### src/rtl/pci_pri_pkg.sv
// constants, types and state codes for the primary bus port
// assumes the whole port runs on the primary bus clock
package pci_pri_pkg;
	// ****************************************************************
	// bus widths and park values
	// ****************************************************************
	localparam int AD_W = 32;
	localparam int CBE_W = 4;
	localparam logic [AD_W-1:0] AD_PARK = 32'h0000_0000;
	localparam logic [CBE_W-1:0] CBE_PARK = 4'h0;
	localparam logic SERR_LOW = 1'b0;
	// ****************************************************************
	// timing
	// ****************************************************************
	// clocks after frame start that a target has to claim the cycle
	localparam logic [2:0] DEVSEL_LIMIT = 3'h5;
	localparam logic [2:0] CNT_ONE = 3'h1;
	localparam logic [2:0] CNT_ZERO = 3'h0;
	// ****************************************************************
	// system error sources, bit positions
	// ****************************************************************
	localparam int SERR_SRC_W = 8;
	localparam int SRC_ADDR_PAR = 0;
	localparam int SRC_SEC_DPAR = 1;
	localparam int SRC_MABORT_PW = 2;
	localparam int SRC_TABORT_PW = 3;
	localparam int SRC_DISCARD_PW = 4;
	localparam int SRC_DISCARD_DR = 5;
	localparam int SRC_DT_TIMEOUT = 6;
	localparam int SRC_SEC_SERR = 7;
	// ****************************************************************
	// initiator states
	// ****************************************************************
	typedef enum logic [4:0] {
		ST_IDLE = 5'h01,
		ST_REQ = 5'h02,
		ST_ADDR = 5'h04,
		ST_DATA = 5'h08,
		ST_END = 5'h10
	} initState_t;
endpackage : pci_pri_pkg

### src/rtl/parity_check_if.sv
// bundle between the port and its parity checker
// assumes both ends share the primary clock
`timescale 1ns/10ps
`default_nettype none
interface parity_check_if;
	import pci_pri_pkg::*;
	logic [AD_W-1:0] ad;
	logic [CBE_W-1:0] cbeN;
	logic par;
	logic sample;
	logic isAddr;
	logic dataErr;
	logic addrErr;
	modport chk(input ad, input cbeN, input par, input sample, input isAddr,
		output dataErr, output addrErr);
	modport host(output ad, output cbeN, output par, output sample, output isAddr,
		input dataErr, input addrErr);
endinterface : parity_check_if
`default_nettype wire

### src/rtl/pci_primary_port.sv
// primary bus port: single data phase initiator, parity, perr, serr
// assumes every bus pin is synchronous to clk (the primary bus clock);
// wires are resolved outside from the output enables
`timescale 1ns/10ps
`default_nettype none
module pci_primary_port
	import pci_pri_pkg::*;
(
	input wire logic clk,
	input wire logic rst_n,
	// user side
	input wire logic reqValid,
	output logic reqReady,
	input wire logic reqWrite,
	input wire logic [CBE_W-1:0] reqCmd,
	input wire logic [AD_W-1:0] reqAddr,
	input wire logic [CBE_W-1:0] reqByteEnN,
	input wire logic [AD_W-1:0] reqData,
	output logic [AD_W-1:0] rdData,
	output logic rdValid,
	output logic xferDone,
	output logic masterAbort,
	output logic targetStop,
	output logic dataParityErr,
	output logic addrParityErr,
	output logic perrReported,
	input wire logic parityRespEn,
	input wire logic serrEnable,
	input wire logic [SERR_SRC_W-1:0] serrSrcEnable,
	input wire logic [SERR_SRC_W-1:1] serrExtEvent,
	// bus pins
	input wire logic [AD_W-1:0] adIn,
	output logic [AD_W-1:0] adOut,
	output logic adOe,
	input wire logic [CBE_W-1:0] cbeNIn,
	output logic [CBE_W-1:0] cbeNOut,
	output logic cbeNOe,
	input wire logic parIn,
	output logic parOut,
	output logic parOe,
	input wire logic frameNIn,
	output logic frameNOut,
	output logic frameNOe,
	input wire logic irdyNIn,
	output logic irdyNOut,
	output logic irdyNOe,
	input wire logic trdyNIn,
	input wire logic devselNIn,
	input wire logic stopNIn,
	input wire logic gntN,
	output logic reqN,
	input wire logic perrNIn,
	output logic perrNOut,
	output logic perrNOe,
	input wire logic serrNIn,
	output logic serrNOut,
	output logic serrNOe
);
	// ****************************************************************
	// declarations
	// ****************************************************************
	initState_t state;
	initState_t next_state;
	logic wrReg;
	logic [CBE_W-1:0] cmdReg;
	logic [CBE_W-1:0] beReg;
	logic [AD_W-1:0] addrReg;
	logic [AD_W-1:0] dataReg;
	logic firstData;
	logic [2:0] devselCnt;
	logic devselSeen;
	logic busIdle;
	logic parkNow;
	logic transfer;
	logic abortNow;
	logic stopNow;
	logic sampleData;
	logic sampleAddr;
	logic frameDly;
	logic perrAssert;
	logic perrHold;
	logic wrXfer1;
	logic wrXfer2;
	logic serrDrive;

	parity_check_if pc ();

	// ****************************************************************
	// initiator sequencing
	// ****************************************************************
	assign busIdle = frameNIn && irdyNIn;
	assign parkNow = (state == ST_IDLE) && !gntN && busIdle && !reqValid;
	assign transfer = (state == ST_DATA) && !trdyNIn;
	assign stopNow = (state == ST_DATA) && !stopNIn;
	assign abortNow = (state == ST_DATA) && devselNIn && !devselSeen
		&& (devselCnt == DEVSEL_LIMIT);
	assign reqReady = (state == ST_IDLE);

	always_comb begin
		next_state = state;
		case (state)
			ST_IDLE: begin
				if (reqValid) begin
					next_state = ST_REQ;
				end
			end
			ST_REQ: begin
				if (!gntN && busIdle) begin
					next_state = ST_ADDR;
				end
			end
			ST_ADDR: begin
				next_state = ST_DATA;
			end
			ST_DATA: begin
				// irdy is never withdrawn before one of these ends the phase
				if (transfer || stopNow || abortNow) begin
					next_state = ST_END;
				end
			end
			ST_END: begin
				next_state = ST_IDLE;
			end
			default: begin
				next_state = ST_IDLE;
			end
		endcase
	end

	always_ff @(posedge clk or negedge rst_n) begin
		if (!rst_n) begin
			state <= ST_IDLE;
		end else begin
			state <= next_state;
		end
	end

	always_ff @(posedge clk or negedge rst_n) begin
		if (!rst_n) begin
			wrReg <= 1'b0;
			cmdReg <= CBE_PARK;
			beReg <= CBE_PARK;
			addrReg <= AD_PARK;
			dataReg <= AD_PARK;
		end else if ((state == ST_IDLE) && reqValid) begin
			wrReg <= reqWrite;
			cmdReg <= reqCmd;
			beReg <= reqByteEnN;
			addrReg <= reqAddr;
			dataReg <= reqData;
		end
	end

	always_ff @(posedge clk or negedge rst_n) begin
		if (!rst_n) begin
			firstData <= 1'b0;
		end else begin
			firstData <= (state == ST_ADDR);
		end
	end

	// counts clocks since frame start; cycle 1 is the first data clock
	always_ff @(posedge clk or negedge rst_n) begin
		if (!rst_n) begin
			devselCnt <= CNT_ZERO;
			devselSeen <= 1'b0;
		end else if (state == ST_ADDR) begin
			devselCnt <= CNT_ONE;
			devselSeen <= 1'b0;
		end else if (state == ST_DATA) begin
			if (devselCnt != DEVSEL_LIMIT) begin
				devselCnt <= devselCnt + CNT_ONE;
			end
			if (!devselNIn) begin
				devselSeen <= 1'b1;
			end
		end
	end

	// ****************************************************************
	// bus drive
	// ****************************************************************
	assign reqN = (state != ST_REQ);
	// single data phase, so frame goes high in the first data clock
	assign frameNOe = (state == ST_ADDR) || ((state == ST_DATA) && firstData);
	assign frameNOut = (state != ST_ADDR);
	assign irdyNOe = (state == ST_DATA) || (state == ST_END);
	assign irdyNOut = (state != ST_DATA);
	// reads turn ad around in the first data clock
	assign adOe = (state == ST_ADDR) || ((state == ST_DATA) && wrReg) || parkNow;
	assign adOut = (state == ST_ADDR) ? addrReg :
		((state == ST_DATA) ? dataReg : AD_PARK);
	assign cbeNOe = (state == ST_ADDR) || (state == ST_DATA) || parkNow;
	assign cbeNOut = (state == ST_ADDR) ? cmdReg :
		((state == ST_DATA) ? beReg : CBE_PARK);

	// parity follows whatever we put on ad one clock before
	always_ff @(posedge clk or negedge rst_n) begin
		if (!rst_n) begin
			parOut <= 1'b0;
			parOe <= 1'b0;
		end else begin
			parOut <= ^{adOut, cbeNOut};
			parOe <= adOe;
		end
	end

	// ****************************************************************
	// parity checking and perr
	// ****************************************************************
	always_ff @(posedge clk or negedge rst_n) begin
		if (!rst_n) begin
			frameDly <= 1'b1;
		end else begin
			frameDly <= frameNIn;
		end
	end

	// target side perr for writes lives in the target path, not here
	assign sampleData = transfer && !wrReg;
	assign sampleAddr = !frameNIn && frameDly && (state != ST_ADDR);
	assign pc.ad = adIn;
	assign pc.cbeN = cbeNIn;
	assign pc.par = parIn;
	assign pc.sample = sampleData || sampleAddr;
	assign pc.isAddr = sampleAddr;

	parity_checker u_chk (
		.clk(clk),
		.rst_n(rst_n),
		.pc(pc.chk)
	);

	assign perrAssert = pc.dataErr && parityRespEn;

	always_ff @(posedge clk or negedge rst_n) begin
		if (!rst_n) begin
			perrHold <= 1'b0;
		end else begin
			perrHold <= perrAssert;
		end
	end

	assign perrNOe = perrAssert || perrHold;
	assign perrNOut = !perrAssert;

	// ****************************************************************
	// system error
	// ****************************************************************
	serr_gate u_serr (
		.clk(clk),
		.rst_n(rst_n),
		.srcEvent({serrExtEvent, pc.addrErr}),
		.srcEnable(serrSrcEnable),
		.serrEnable(serrEnable),
		.serrDrive(serrDrive)
	);

	// open drain: only ever pulls low
	assign serrNOut = SERR_LOW;
	assign serrNOe = serrDrive;

	// ****************************************************************
	// user side status
	// ****************************************************************
	always_ff @(posedge clk or negedge rst_n) begin
		if (!rst_n) begin
			rdData <= AD_PARK;
			rdValid <= 1'b0;
		end else begin
			rdValid <= sampleData;
			if (sampleData) begin
				rdData <= adIn;
			end
		end
	end

	always_ff @(posedge clk or negedge rst_n) begin
		if (!rst_n) begin
			xferDone <= 1'b0;
			masterAbort <= 1'b0;
			targetStop <= 1'b0;
		end else begin
			xferDone <= transfer;
			masterAbort <= abortNow;
			targetStop <= stopNow;
		end
	end

	// target perr for our write shows two clocks after the data clock
	always_ff @(posedge clk or negedge rst_n) begin
		if (!rst_n) begin
			wrXfer1 <= 1'b0;
			wrXfer2 <= 1'b0;
			perrReported <= 1'b0;
		end else begin
			wrXfer1 <= transfer && wrReg;
			wrXfer2 <= wrXfer1;
			perrReported <= wrXfer2 && !perrNIn;
		end
	end

	assign dataParityErr = pc.dataErr;
	assign addrParityErr = pc.addrErr;

	// ****************************************************************
	// checks
	// ****************************************************************
	a_irdy_hold: assert property (@(posedge clk) disable iff (!rst_n)
		irdyNOe && !irdyNOut && trdyNIn && stopNIn && !abortNow |=> irdyNOe && !irdyNOut)
		else $error("irdy withdrawn before the data phase ended");
	a_irdy_release: assert property (@(posedge clk) disable iff (!rst_n)
		irdyNOe && irdyNOut |-> $past(irdyNOe && !irdyNOut) ##1 !irdyNOe)
		else $error("irdy not driven high for exactly one clock");
	a_par_value: assert property (@(posedge clk) disable iff (!rst_n)
		adOe |=> parOe && (parOut == ^$past({adOut, cbeNOut})))
		else $error("par wrong or late after driven ad");
	a_par_release: assert property (@(posedge clk) disable iff (!rst_n)
		$fell(adOe) |-> parOe ##1 !parOe)
		else $error("par not released one clock after ad");
	a_park: assert property (@(posedge clk) disable iff (!rst_n)
		parkNow |-> adOe && cbeNOe && (adOut == AD_PARK) ##1 parOe)
		else $error("bus not parked under grant");
	a_write_data: assert property (@(posedge clk) disable iff (!rst_n)
		!irdyNOut && irdyNOe && wrReg |-> adOe && (adOut == dataReg))
		else $error("irdy on a write without data on ad");
	a_perr_timing: assert property (@(posedge clk) disable iff (!rst_n)
		sampleData && parityRespEn ##1 (parIn != ^$past({adIn, cbeNIn})) ##1 parityRespEn
		|-> perrNOe && !perrNOut ##1 perrNOe)
		else $error("perr missing two clocks after bad read data");
	a_master_abort: assert property (@(posedge clk) disable iff (!rst_n)
		(state == ST_ADDR) ##1 (devselNIn && stopNIn) [*5] |=> masterAbort ##1 !irdyNOe)
		else $error("no master abort after five clocks without devsel");
	a_req_out: assert property (@(posedge clk) disable iff (!rst_n)
		reqValid && reqReady |=> !reqN)
		else $error("bus request not raised for a pending transaction");

	c_write_done: cover property (@(posedge clk) disable iff (!rst_n) xferDone && wrReg);
	c_read_done: cover property (@(posedge clk) disable iff (!rst_n) rdValid);
	c_abort: cover property (@(posedge clk) disable iff (!rst_n) masterAbort);
	c_perr: cover property (@(posedge clk) disable iff (!rst_n) perrNOe && !perrNOut);
	c_serr_seen: cover property (@(posedge clk) disable iff (!rst_n) serrNOe && !serrNIn);
endmodule : pci_primary_port
`default_nettype wire

### src/rtl/parity_checker.sv
// even parity checker for received address or data phases
// assumes sample marks the cycle in which ad and cbe are valid on the bus
`timescale 1ns/10ps
`default_nettype none
module parity_checker
	import pci_pri_pkg::*;
(
	input wire logic clk,
	input wire logic rst_n,
	parity_check_if.chk pc
);
	logic [AD_W-1:0] adReg;
	logic [CBE_W-1:0] cbeReg;
	logic pend;
	logic pendAddr;
	logic mismatch;

	always_ff @(posedge clk or negedge rst_n) begin
		if (!rst_n) begin
			adReg <= AD_PARK;
			cbeReg <= CBE_PARK;
		end else if (pc.sample) begin
			adReg <= pc.ad;
			cbeReg <= pc.cbeN;
		end
	end

	always_ff @(posedge clk or negedge rst_n) begin
		if (!rst_n) begin
			pend <= 1'b0;
			pendAddr <= 1'b0;
		end else begin
			pend <= pc.sample;
			pendAddr <= pc.sample && pc.isAddr;
		end
	end

	// par arrives one clock after the values it covers
	assign mismatch = pend && ((^{adReg, cbeReg}) != pc.par);

	always_ff @(posedge clk or negedge rst_n) begin
		if (!rst_n) begin
			pc.dataErr <= 1'b0;
			pc.addrErr <= 1'b0;
		end else begin
			pc.dataErr <= mismatch && !pendAddr;
			pc.addrErr <= mismatch && pendAddr;
		end
	end

	a_chk_compare: assert property (@(posedge clk) disable iff (!rst_n)
		pc.sample && !pc.isAddr ##1 (pc.par != ^$past({pc.ad, pc.cbeN}))
		|=> pc.dataErr && !pc.addrErr)
		else $error("data parity mismatch not flagged");
	a_chk_addr_kind: assert property (@(posedge clk) disable iff (!rst_n)
		pc.sample && pc.isAddr ##1 (pc.par != ^$past({pc.ad, pc.cbeN}))
		|=> pc.addrErr && !pc.dataErr)
		else $error("address parity mismatch not flagged");
endmodule : parity_checker
`default_nettype wire

### src/rtl/serr_gate.sv
// enable gating of system error sources onto the open-drain drive
// assumes source events are one-cycle pulses on the primary clock
`timescale 1ns/10ps
`default_nettype none
module serr_gate
	import pci_pri_pkg::*;
(
	input wire logic clk,
	input wire logic rst_n,
	input wire logic [SERR_SRC_W-1:0] srcEvent,
	input wire logic [SERR_SRC_W-1:0] srcEnable,
	input wire logic serrEnable,
	output logic serrDrive
);
	logic fire;

	assign fire = serrEnable && (|(srcEvent & srcEnable));

	always_ff @(posedge clk or negedge rst_n) begin
		if (!rst_n) begin
			serrDrive <= 1'b0;
		end else begin
			serrDrive <= fire;
		end
	end

	a_serr_gated: assert property (@(posedge clk) disable iff (!rst_n)
		serrDrive |-> $past(serrEnable) && (|$past(srcEvent & srcEnable)))
		else $error("system error driven without an enabled source");
	a_serr_fires: assert property (@(posedge clk) disable iff (!rst_n)
		serrEnable && (|(srcEvent & srcEnable)) |=> serrDrive)
		else $error("enabled system error source did not drive the line");
endmodule : serr_gate
`default_nettype wire

### config.mk
export PLATFORM = sky130hd
export DESIGN_NAME = pci_primary_port
export DESIGN_NICKNAME = d
export VERILOG_FILES = /design/src/rtl/pci_pri_pkg.sv /design/src/rtl/parity_check_if.sv /design/src/rtl/pci_primary_port.sv /design/src/rtl/parity_checker.sv /design/src/rtl/serr_gate.sv
export SDC_FILE = /design/constraint.sdc
export NUM_CORES = 1
export LEC_CHECK = 0
export ABC_AREA = 1
export ABC_CLOCK_PERIOD_IN_PS = 2500
export BUFFER_PORTS_ARGS = -buffer_cell sky130_fd_sc_hd__buf_4
export CAP_MARGIN = 0
export CELL_PAD_IN_SITES_DETAIL_PLACEMENT = 2
export CELL_PAD_IN_SITES_GLOBAL_PLACEMENT = 2
export CORE_MARGIN = 5
export CORE_UTILIZATION = 30
export DETAILED_ROUTE_END_ITERATION = 12
export PLACE_DENSITY_LB_ADDON = 0.1
export SLEW_MARGIN = 25
export SYNTH_ARGS = -nofsm -noshare
export SYNTH_HDL_FRONTEND = slang
export SYNTH_SLANG_ARGS = --single-unit
### constraint.sdc
create_clock -name clk -period 2.5 [get_ports clk]
set_input_delay 0.5 -clock clk [delete_from_list [all_inputs] [get_ports clk]]
set_output_delay 0.5 -clock clk [all_outputs]
set_load 0.01 [all_outputs]
# Word-level counts from Yosys, hierarchy flattened
# Index checks and enable logic that the tools add are counted.
[word_totals]
n_memories = 0
latch_bits = 0
out_inout_bits = 89
wordCells = 111
ram_bits = 0
ff_bits = 167
mem_bits_ro = 0
in_bits = 138
[op_classes]
n_eq_ne = 15
div_mod_pow = 0
add_sub_neg = 1
shifts = 0
n_reduce_logical = 52
n_mux = 14
n_bitwise = 1
n_mul = 0
n_lt_le_gt_ge = 0
[op_table]
columns = ["op", "count"]
rows = [
  ["36-bit parity", 2],
  ["32-bit 2-to-1 mux", 2],
  ["1-bit logical AND", 24],
  ["5-bit one-hot mux with 4 select lines", 1],
  ["5-bit 2-to-1 mux", 3],
  ["1-bit zero test", 10],
  ["1-bit logical OR", 10],
  ["3-bit 2-to-1 mux", 3],
  ["8-bit AND", 1],
  ["4-bit 2-to-1 mux", 2],
  ["8-bit OR reduction", 1],
  ["5-bit by 1-bit equality test with 1-bit output, second input constant", 1],
  ["5-bit by 2-bit equality test with 1-bit output, second input constant", 1],
  ["5-bit by 3-bit equality test with 1-bit output, second input constant", 1],
  ["5-bit by 4-bit equality test with 1-bit output, second input constant", 1],
  ["5-bit equality test, second input constant", 1],
  ["5-bit by 2-bit inequality test with 1-bit output, second input constant", 1],
  ["5-bit by 3-bit inequality test with 1-bit output, second input constant", 1],
  ["5-bit by 4-bit inequality test with 1-bit output, second input constant", 1],
  ["2-bit by 1-bit inequality test with 1-bit output, second input constant", 2],
  ["2-bit inequality test, second input constant", 2],
  ["2-bit AND reduction", 2],
  ["2-bit nonzero test", 2],
  ["3-bit by 1-bit adder with 3-bit output, second input constant", 1],
  ["5 further kinds", 7],
]

# Longest topological paths before layout
[logic_depth]
depth_word = 7
ltp_mapped = 20
depth_no_buf = 19

# Hierarchy
# A second synthesis with hierarchy kept.
[unflattened]
cells_unflattened = 1189
area_unflattened_um2 = 9067.4
[by_module_without_submodules]
columns = ["mod", "area_per_inst_um2", "cells_each", "seq_area_each_um2", "instances"]
rows = [
  ["pci_primary_port", 6667.6, 832, 3155.5, 1],
  ["parity_checker", 2313.5, 340, 1001.0, 1],
  ["serr_gate", 86.3, 17, 25.0, 1],
]

# Worst setup path before layout
# No wires, ideal clock.
[synth_timing]
kind = "register -> register"
startpoint = "reg state[0]"
endpoint = "reg dataReg[10]"
path_buffers = 1
path_stages_with_launch = 10
setup_time_ns = 0.127
t_arrival_ns = 1.941
path_slack_ns = 0.432
required_time_ns = 2.373
synth_period_minus_slack_ns = 2.068
cell_sequence = "dfstp_2 > inv_1 > nor4_2 > inv_1 > nor2_1 > inv_1 > nand3_4 > nor2_8 > buf_6 > mux2_1"
[synth_via]
elab_chain_len = 2
[synth_lines]
columns = ["element", "line_no", "text"]
rows = [
  ["start: declaration", "pci_primary_port.sv:62", "initState_t state;"],
  ["start signal: assignment", "pci_primary_port.sv:134", "state <= next_state;"],
  ["5-bit by 1-bit equality test with 1-bit output", "-", ""],
  ["via reqReady", "pci_primary_port.sv:13", "output logic reqReady,"],
  ["1-bit logical AND", "pci_primary_port.sv:145", "end else if ((state == ST_IDLE) && reqValid) begin"],
  ["end signal: assignment", "pci_primary_port.sv:150", "dataReg <= reqData;"],
  ["end: declaration", "pci_primary_port.sv:68", "logic [AD_W-1:0] dataReg;"],
]
# The timed path passes the listed nets, and every way through them passes these cells.
# A chain may end at the register's enable or synchronous reset.

# Final worst setup path
[layout_timing]
startpoint = "reg state[2]"
endpoint = "out adOut[28]"
[layout_via]
elab_chain_len = 3
elab_cells_between_ends = 4
classes_between = "eq/ne: 2; mux: 2"
[layout_lines]
columns = ["element", "line_no", "text"]
rows = [
  ["5-bit by 4-bit equality test with 1-bit output", "pci_primary_port.sv:192", "((state == ST_DATA) ? dataReg : AD_PARK);"],
  ["32-bit 2-to-1 mux", "pci_primary_port.sv:192", ""],
  ["32-bit 2-to-1 mux (*)", "pci_primary_port.sv:191", "assign adOut = (state == ST_ADDR) ? addrReg :"],
  ["end: declaration", "pci_primary_port.sv:33", "output logic [AD_W-1:0] adOut,"],
]
# Every way passes the cells marked *; elsewhere a longest branch is shown, timed or not.

==> impl_metrics.json <==
{
  "cts.path.max_buffers": 2,
  "coreArea_mm2": 0.02680,
  "yosysUniqueCellTypes": 40,
  "period_minus_slack_ns": 2.474,
  "dieArea_mm2": 0.03053,
  "async_reset_ff_share_pct": 100.0,
  "cts_tree": "done",
  "synthMuxAreaShare_pct": 6.502,
  "synth_compound_area_share_pct": 7.716,
  "clk_latency_ns": 0.44,
  "grt_usage_pct": 17.77,
  "die_x_um": 174.7,
  "p_leak_nw": 5.889,
  "nNetsFinal": 1338,
  "whs_ns": 0.1953,
  "drc": 0,
  "die_y_um": 174.7,
  "postLayoutCellArea_mm2": 0.01154,
  "wl_per_cell_um": 17.85,
  "final_common_cell": "buf_4",
  "hold_viol": 0,
  "crit_required_ns": 2.00,
  "crit_type": "flop to primary output",
  "ys.flop_type": "dfrtp_1",
  "final_core_util_pct": 43.05,
  "clk_pin_slew_ns": 0.07,
  "critPathMaxFanout": 8,
  "fin_total_pwr_mw": 12.65,
  "n_fill_cell": 2942,
  "port_buffers": 224,
  "dp_hpwl_mm": 20.15,
  "cpPeakStageDelay_ns": 0.41,
  "dr.pass1.iters": 4,
  "final_cell_mix": "buf_4 (254), nand2_1 (208), dfrtp_1 (161), inv_1 (112), o21ai_0 (49)",
  "cts_made_buffers": 17,
  "crit_top_cell": "buf_12",
  "worst_pin_slew_ns": 0.5338,
  "ys_warn_count": 0,
  "avgViaCountPerCell": 4.665,
  "syn_inst": 941,
  "yosys.area_share.xor_xnor_pct": 3.551,
  "crit_chain": "clkinv_4 > nor2_4 > nand3_4 > buf_12 > clkinv_8 > buf_12 > nand2_2 > o21ai_2 > nand2_1 > inv_2 > buf_6",
  "clock_sink_count": 167,
  "fin_crit_sh_pct": 98.97,
  "crit_buf_inv": 6,
  "multiInputGateArea_mm2": 0.003490,
  "boundaryPins": 227,
  "antenna_found_initial": 2,
  "dpl-instance-area_mm2": 0.01031,
  "avgSynthCellArea_um2": 8.651,
  "crit_slowest_cell": "dfrtp_2",
  "slew_violations": 0,
  "wl_mm": 27.73,
  "synth_area_mm2": 0.008140,
  "synth-simple-area-share_pct": 21.52,
  "grt_pass1_vias": 8086,
  "dr_total_vias": 7244,
  "initial_utilization_pct": 30.37,
  "synth-seq-area-share_pct": 51.37,
  "drtAntennaViolNets": 0,
  "crit_arrival_ns": 1.97,
  "vdd_drop_max_mv": 0.5897,
  "slew-limit-headroom_pct": 64.41,
  "p_per_area_mw_per_mm2": 1097,
  "synth_top_family_by_area": "simple AND/OR/NAND/NOR gates",
  "synth_fp_nets": 1081,
  "hold_class": "primary input to flop",
  "grt_pass1_wl_mm": 43.33,
  "setup_ws_ns": 0.02572,
  "rows": 60,
  "htree_levels": 4,
  "drtIter0Drc": 225,
  "end_kind": "primary output",
  "overflow": 0,
  "setup_viol": 0,
  "areaGrowthSynthToFinish_pct": 41.73,
  "gp_congestion": 0.7385,
  "cts_root_buffer": "clkbuf_16",
  "status": "finished clean",
  "clock.fmax_mhz": 404.2,
  "synth-edff-count": 0,
  "worst_setup_path_start_kind": "flop",
  "cap_violations": 0,
  "drive_above_1_share_pct": 37.11,
  "synthAdderAreaFrac_pct": 0.3074,
  "grt_setup_unrepaired": "yes",
  "grt_max_degree": 67,
  "preCtsSetupSlack_ns": 0.02303,
  "ys_seq_elements": 167,
  "critical_path.top_delay_family": "buffers and inverters",
  "regArea_mm2": 0.004187,
  "clock_skew_ns": 0.02011
}
power by group:
part,internal [mW],switching (mW),total [mW]
registers,3.72,0.533,4.25
logic,2.58,3.18,5.76
clock network,1.34,1.31,2.64
total,7.63,5.02,12.7
state kept, by name (all words and copies together) (netlist names), 3 cells and up:
register / count
devselCnt: 3
beReg: 4
u_chk.cbeReg: 4
state: 5
addrReg: 32
u_chk.adReg: 32
dataReg: 32
cmdReg: 4
rdData: 32
cells by family after synthesis:
group                    after synthesis
adder cells (fa/ha/maj)                2
flip-flops                           167
other                                  1
buffers and inverters                170
AND/OR/NAND/NOR                      403
XOR/XNOR                              33
AO/OA/AOI/OAI                        118
multiplexers                          47
per-stage QoR:
| step | TNS (ns) | cells |
|---|---|---|
| after floorplan | 0 | 941 |
| after global placement | 0 | 1493 |
| after CTS | -0.09569 | 1531 |
| after global routing | -0.4051 | 1552 |
| after detailed placement | 0 | 1493 |
| final | 0 | 1553 |
what timing repair did:
item,in CTS,in global routing
endpoints found under the hold margin,32,0
cloned,0,3
buffers inserted,6,18
hold buffers,1,0
endpoints found under the setup margin,24,31
pin swaps,4,20
gates resized for setup,26,93
worst reg2reg max path: stages (launching register included):
cell	delay, ns
dfrtp_2	0.42
nor2_4	0.18
buf_4	0.31
nand4_1	0.19
nand2_2	0.13
nand3_1	0.07
nand2_1	0.12
inv_1	0.06
nand2_1	0.05
nand2_1	0.06
nand2_1	0.06
inv_1	0.04
nor2_2	0.18
nand3_1	0.11
nand2_1	0.10
inv_1	0.05
nand2_1	0.05
nand2_1	0.05
cells in the mapped netlist (2+ instances only):
| library cell | number | share of area, % |
|---|---|---|
| nand2_1 | 247 | 11 |
| dfrtp_1 | 165 | 51 |
| inv_1 | 119 | 5.5 |
| nor2_1 | 59 | 2.7 |
| o21ai_0 | 50 | 3.1 |
| mux2_2 | 39 | 5.4 |
| nand3_1 | 39 | 2.4 |
| nand4_1 | 39 | 3.0 |
| o21ai_1 | 31 | 1.9 |
| a21oi_1 | 29 | 1.8 |
| xnor2_1 | 22 | 2.4 |
| buf_2 | 15 | 0.92 |
| clkbuf_1 | 12 | 0.55 |
| xor2_1 | 11 | 1.2 |
| buf_4 | 10 | 0.92 |
| mux2_1 | 8 | 1.1 |
| inv_2 | 6 | 0.28 |
| buf_6 | 5 | 0.69 |
| nand2_2 | 3 | 0.23 |
| nor2_2 | 3 | 0.23 |
| nor3_1 | 3 | 0.18 |
| a221oi_1 | 2 | 0.22 |
| clkinv_1 | 2 | 0.092 |
| dfstp_2 | 2 | 0.65 |
| ha_1 | 2 | 0.31 |
| nand3_2 | 2 | 0.25 |
| nor2_4 | 2 | 0.28 |
| or2_2 | 2 | 0.15 |
area by class of cell:
cell class              instances  share of cell area [%]
diodes                          2                 0.04338
clock buffers                  17                   3.687
clock inverters                14                   1.377
inverters                     127                   4.284
multi-input cells             604                   30.25
flip-flops and latches        167                   36.29
well taps                     341                   3.698
repair buffers                281                   20.38
worst paths after layout:
path | startpoint | endpoint | slack [ns] | cells after the start
hold reg to reg | wrXfer1 | wrXfer2 | 0.39 | 0
setup / recovery | state[2] | adOut[28] | 0.03 | 11
max in group asynchronous | rst_n | beReg[2] | 1.23 | 3
min in group asynchronous | rst_n | u_chk.cbeReg[3] | 0.54 | 2
hold / removal | frameNIn | frameDly | 0.20 | 1
setup reg to reg | state[1] | parOut | 0.16 | 17
routing by layer:
layer  track usage [%]  up-vias  routed length [um]
li1                  -     3511                   -
met1             20.51     3577               11030
met2             32.39      136               14780
met3             5.604       18                1594
met4             3.699        2                 293
met5                 0        -                  20
(Power assumes the default switching activity.)
